File: src/ttl_pkg.sv
/*
 * Shared constants and carrier types for the thermal trip latch block.
 * Assumes a single 125 MHz system clock and an active-high async reset.
 */
package ttl_pkg;

   // Clock period in picoseconds
   localparam int unsigned CLK_PERIOD_PS = 8000;

   // Trip threshold in degrees Celsius, informational only
   localparam int unsigned TRIP_TEMP_C = 135;

   // Rail shutdown allowance seen from the trip output, in seconds
   localparam int unsigned RAIL_OFF_S = 5;

   // Synchroniser depth for the asynchronous sensor level
   localparam int unsigned SYNC_STAGES = 2;

   // Reset values
   localparam logic TRIP_RST  = 1'h0;
   localparam logic HALT_RST  = 1'h0;
   localparam logic TRIP_N_RST = 1'h1;

   // Latch states
   typedef enum logic [1:0] {
      TTL_RUN      = 2'h0,
      TTL_TRIPPED  = 2'h1,
      TTL_RAILSOFF = 2'h2
   } ttl_state_t;

   // Supply rail status from the power sequencer
   typedef struct packed {
      logic coreSupplyGood;
      logic termination_supply_rail;
   } ttl_rails_t;

   // Outputs toward core and system
   typedef struct packed {
      logic haltExec;
      logic thermal_trip_n;
      logic thermal_trip_oe_n;
   } ttl_out_t;

endpackage

File: src/ttl_sync.sv
/*
 * Two-flop level synchroniser for the over-temperature sensor level.
 * Assumes the input may change at any time relative to sys_clk.
 */
`timescale 1ns/1ps
module ttl_sync (
   input  wire logic sys_clk,
   input  wire logic reset,
   input  wire logic asyncIn,
   output logic      syncOut
);

   logic stage1_ff;
   logic stage2_ff;
   logic nxt_stage1;
   logic nxt_stage2;

   // Next values of the two stages
   always_comb begin
      nxt_stage1 = asyncIn;
      nxt_stage2 = stage1_ff;
   end

   // Stage registers, first stage read only by the second
   always_ff @(posedge sys_clk or posedge reset) begin
      if (reset) begin
         stage1_ff <= 1'h0;
         stage2_ff <= 1'h0;
      end else begin
         stage1_ff <= nxt_stage1;
         stage2_ff <= nxt_stage2;
      end
   end

   assign syncOut = stage2_ff;

endmodule

File: src/ttl_thermal_trip.sv
/*
 * Thermal trip latch: halts execution and drives an open-drain active-low
 * trip output on over-temperature; the pin holds until reset or rail removal, the halt until reset or a cool power return.
 * Assumes the sensor level is asynchronous and the power sequencer reports
 * both rails; reset is the system reset, asynchronous and active high.
 */
`timescale 1ns/1ps

module ttl_thermal_trip (
   input  wire logic             sys_clk,
   input  wire logic             reset,
   input  wire logic             overTempAsync,
   input  ttl_pkg::ttl_rails_t   railStatus,
   output logic                  haltExec,
   output logic                  thermal_trip_n,
   output logic                  thermal_trip_oe_n
);

   logic                 overTemp;
   logic                 railsOff;
   ttl_pkg::ttl_state_t  state_ff;
   ttl_pkg::ttl_state_t  nxt_state;
   ttl_pkg::ttl_out_t    out_ff;
   ttl_pkg::ttl_out_t    nxt_out;

   // True only in the state that pulls the trip pin low
   // Shared by the level and the open-drain enable so they cannot drift apart
   function automatic logic trip_driven(input ttl_pkg::ttl_state_t s);
      logic r;
      r = (s == ttl_pkg::TTL_TRIPPED);
      return r;
   endfunction

   // True in every state that keeps the core stopped
   // Rails-off keeps the halt so a partial power return cannot run a hot core
   function automatic logic core_halted(input ttl_pkg::ttl_state_t s);
      logic r;
      r = (s != ttl_pkg::TTL_RUN);
      return r;
   endfunction

   // Power counts as removed only when both rails are down
   // One rail alone still feeds the die, so the trip must keep standing
   function automatic logic rails_gone(input ttl_pkg::ttl_rails_t rs);
      logic g;
      g = !rs.coreSupplyGood && !rs.termination_supply_rail;
      return g;
   endfunction

   // Sensor crossing into the clock domain
   ttl_sync u_sync (
      .sys_clk (sys_clk),
      .reset   (reset),
      .asyncIn (overTempAsync),
      .syncOut (overTemp)
   );

   // Both rails gone counts as core power removed
   assign railsOff = rails_gone(railStatus);

   // Latch state and registered outputs
   always_comb begin
      nxt_state = state_ff;
      nxt_out   = out_ff;
      case (state_ff)
         ttl_pkg::TTL_RUN: begin
            if (overTemp) begin
               nxt_state = ttl_pkg::TTL_TRIPPED;
            end
         end
         ttl_pkg::TTL_TRIPPED: begin
            if (railsOff) begin
               nxt_state = ttl_pkg::TTL_RAILSOFF;
            end
         end
         ttl_pkg::TTL_RAILSOFF: begin
            if (!railsOff) begin
               nxt_state = overTemp ? ttl_pkg::TTL_TRIPPED : ttl_pkg::TTL_RUN;
            end
         end
         default: begin
            nxt_state = ttl_pkg::TTL_TRIPPED;
         end
      endcase
      // Halt held through the whole tripped period
      nxt_out.haltExec          = core_halted(nxt_state);
      nxt_out.thermal_trip_n    = !trip_driven(nxt_state);
      nxt_out.thermal_trip_oe_n = !trip_driven(nxt_state);
   end

   // Reset clears the latch; a still-hot sensor re-trips on the third clock after release, once synchronised
   always_ff @(posedge sys_clk or posedge reset) begin
      if (reset) begin
         state_ff                  <= ttl_pkg::TTL_RUN;
         out_ff.haltExec           <= ttl_pkg::HALT_RST;
         out_ff.thermal_trip_n     <= ttl_pkg::TRIP_N_RST;
         out_ff.thermal_trip_oe_n  <= ttl_pkg::TRIP_N_RST;
      end else begin
         state_ff <= nxt_state;
         out_ff   <= nxt_out;
      end
   end

   assign haltExec          = out_ff.haltExec;
   assign thermal_trip_n    = out_ff.thermal_trip_n;
   assign thermal_trip_oe_n = out_ff.thermal_trip_oe_n;
endmodule

File: config.mk
export PLATFORM = sky130hd
export DESIGN_NAME = ttl_thermal_trip
export DESIGN_NICKNAME = d
export VERILOG_FILES = /design/src/ttl_pkg.sv /design/src/ttl_sync.sv /design/src/ttl_thermal_trip.sv
export SDC_FILE = /design/constraint.sdc
export NUM_CORES = 1
export LEC_CHECK = 0
export BUFFER_PORTS_ARGS = -buffer_cell sky130_fd_sc_hd__buf_2
export CAP_MARGIN = 20
export CELL_PAD_IN_SITES_DETAIL_PLACEMENT = 0
export CELL_PAD_IN_SITES_GLOBAL_PLACEMENT = 1
export CORE_AREA = 2 2 39 41
export CTS_CLUSTER_DIAMETER = 80
export DETAILED_ROUTE_END_ITERATION = 12
export DIE_AREA = 0 0 41 43
export MAX_ROUTING_LAYER = met4
export PLACE_DENSITY = 0.43
export SKIP_CTS_REPAIR_TIMING = 1
export SLEW_MARGIN = 40
export SYNTH_ARGS = -nofsm -noshare
export SYNTH_HDL_FRONTEND = slang
export SYNTH_SLANG_ARGS = --single-unit
File: constraint.sdc
create_clock -name sys_clk -period 1 [get_ports sys_clk]
set_input_delay 0.05 -clock sys_clk [delete_from_list [all_inputs] [get_ports sys_clk]]
set_output_delay 0.05 -clock sys_clk [all_outputs]
set_load 0.03 [all_outputs]
==> impl_metrics.ini <==
[route]
routed_wl_um = 323
via_count = 156
wire_per_inst_um = 7.34
final_antenna_net_count = 0
drtIter0Drc = 1
drc = 0
first_pass_iters = 4
viasPerCell = 3.55

[logic_synthesis]
avgSynthCellArea_um2 = 13.1
synth_nets = 21
syn_inst = 16
synth_top_area_cell = dfrtp_1
yosysTopAreaCellShare_pct = 59.9
yosysSeqAreaShare_pct = 72.5
synth.area.top_cells = dfrtp_1 (60%), dfstp_2 (13%), o22a_1 (4.2%), xnor2_1 (4.2%), buf_4 (3.6%)
yosysUniqueCellTypes = 10
netlist_area_um2 = 209
ys_seq_elements = 6
yosys_warnings = 0

[worst_setup_path]
slowest_stage = dfstp_2
critPathLaunchType = flop
reg2reg_slack_ns = 0.11
worstSetupEndpointType = output pin
critPathTopFamily = flip-flops
critPathMaxStageDelay_ns = 0.52
required_ns = 0.95
path_cells = clkbuf_4
path_max_fanout = 2
worstPathArrival_ns = 0.94
crit_buf_inv = 1
critPathKind = flop to output pin

[grt]
grt_max_degree = 7
grt_pass1_vias = 126
grt_antenna_before_repair = 0
gr-usage-all-layers_pct = 5.50
grt_first_pass_wirelength_um = 510
grt-ovfl-total = 0

[sta]
slew_headroom_pct = 82.0
rsz0062_at_grt = yes
setup_viol_count_final = 0
clock_skew_ns = 0.00391
fmax_mhz = 1010
tightest_slew_ns = 0.269
hold_viol = 0
slew_viol_final = 0
setup_tns_ns = 0
period_share_pct = 99.2
post-route-min-period_ns = 0.992

[power]
p_per_area_nw_per_um2 = 2100
swShare_pct = 26.9
power_frac_seq_pct = 44.7
intPower_mw = 0.473
p_comb_share_pct = 17.4
power_leakage_nw = 0.137
p_sw_mw = 0.174
clkPwrFrac_pct = 37.8
ir_drop_uv = 970

[floorplan]
core-area_um2 = 1380
die_w_um = 41
die_y_um = 43
initial_utilization_pct = 15.1
rows = 14
die_area_um2 = 1760
io_pins = 8

[cells_and_area]
drive_gt1_share_pct = 39.3
stdcell_area_um2 = 308
n_antenna_cell = 0
fillers = 158
fin_cells = 44
nets = 34
syn_to_final_growth_pct = 47.3

[clock_network]
cts_sinks = 6
clk_pin_slew_worst_paths_ns = 0.05
clock_path_buffers = 2
cts_tree = built
cts_buffers = 3
clockRootBuffer = clkbuf_4
htree_levels = 1
worstSkewPairLatency_ns = 0.25

[outcome]
status = complete, no violations

[hold_path]
hold_path_class = input pin to flop

[place]
gp_congestion = 0.645
place_inst = 38
place_area_um2 = 256
io_buffers = 7
dpl.hpwl_um = 235

[job]
cap_violations = 0
==> cells in the final DEF (no fill, tap or decap), drive strengths merged <==
| cell type | count |
|---|---|
| buf | 5 |
| clkbuf | 6 |
| dfrtp | 5 |
| dfstp | 1 |
| dlygate4sd3 | 2 |
| inv | 2 |
| nor2 | 2 |
| o21ai | 1 |
| o22a | 1 |
| o22ai | 1 |
| or2 | 1 |
| xnor2 | 1 |
==> worst paths after layout <==
check                                  start           endpoint  cells after the start
setup / recovery           thermal_trip_oe_n     thermal_trip_n                      1
hold / removal                 railStatus[0]  thermal_trip_oe_n                      3
setup reg to reg                 state_ff[0]        state_ff[0]                      2
hold reg to reg            u_sync.nxt_stage2     u_sync.syncOut                      0
max in group asynchronous              reset  thermal_trip_oe_n                      3
min in group asynchronous              reset        state_ff[1]                      3
==> layer usage <==
layer,vias up,GRT usage [%],share of wire (%)
li1,74,-,-
met3,0,7.85,14
met1,72,4.30,36
met4,0,4.00,0
met5,-,-,0
met2,10,5.94,50
==> synthesized netlist by cell type, drive strengths merged <==
| cell | number |
|---|---|
| or2 | 1 |
| dfrtp | 5 |
| xnor2 | 1 |
| nor2 | 2 |
| buf | 1 |
| inv | 2 |
| o21ai | 1 |
| o22a | 1 |
| dfstp | 1 |
| o22ai | 1 |
==> tightest hold or removal path, stage by stage <==
cell	delay [ns]
buf_2	0.07
or2_1	0.14
o22ai_1	0.09
==> cell families after synthesis <==
family / count (synthesis) / share of synthesized area, %
compound gates: 3 / 9.58
simple gates: 3 / 6.59
xor+xnor: 1 / 4.19
buf+inv: 3 / 7.19
flops: 6 / 72.5
==> metrics by stage <==
| stage | hold WS (ns) | total power, mW | worst slack [ns] | util [%] |
|---|---|---|---|---|
| final | 0.125 | 0.647 | 0.00826 | 22.2 |
| after global routing | 0.136 | 0.692 | -0.0264 | 22.2 |
| after CTS | -0.293 | 0.648 | -0.00546 | 20.4 |
| after detailed placement | -0.0248 | 0.394 | 0.131 | 18.5 |
| after global placement | -0.0241 | 0.394 | 0.138 | 18.5 |
| after floorplan | -0.160 | 0.374 | 0.164 | - |
==> state kept, by name, summed over array words and instances (netlist names) <==
register / cells
haltExec: 1
thermal_trip_oe_n: 1
u_sync.nxt_stage2: 1
state_ff: 2
u_sync.syncOut: 1
==> final cells by class <==
class / count / area [um2] / share of cell area [%]
clock buffers: 4 / 26.3 / 8.54
inverters: 2 / 7.51 / 2.44
multi-input cells: 7 / 42.5 / 13.8
flip-flops and latches: 6 / 151 / 49.2
well taps: 16 / 20.0 / 6.50
repair buffers: 9 / 60.1 / 19.5
==> power by group through the flow <==
stage / registers (mW) / clock network (mW) / logic [mW]
after floorplan: 0.314 / 0 / 0.0593
after global placement: 0.291 / 0 / 0.103
after detailed placement: 0.292 / 0 / 0.102
after CTS: 0.289 / 0.257 / 0.102
after global routing: 0.292 / 0.276 / 0.123
final: 0.289 / 0.245 / 0.113
Power figures use the tool's default switching activity.
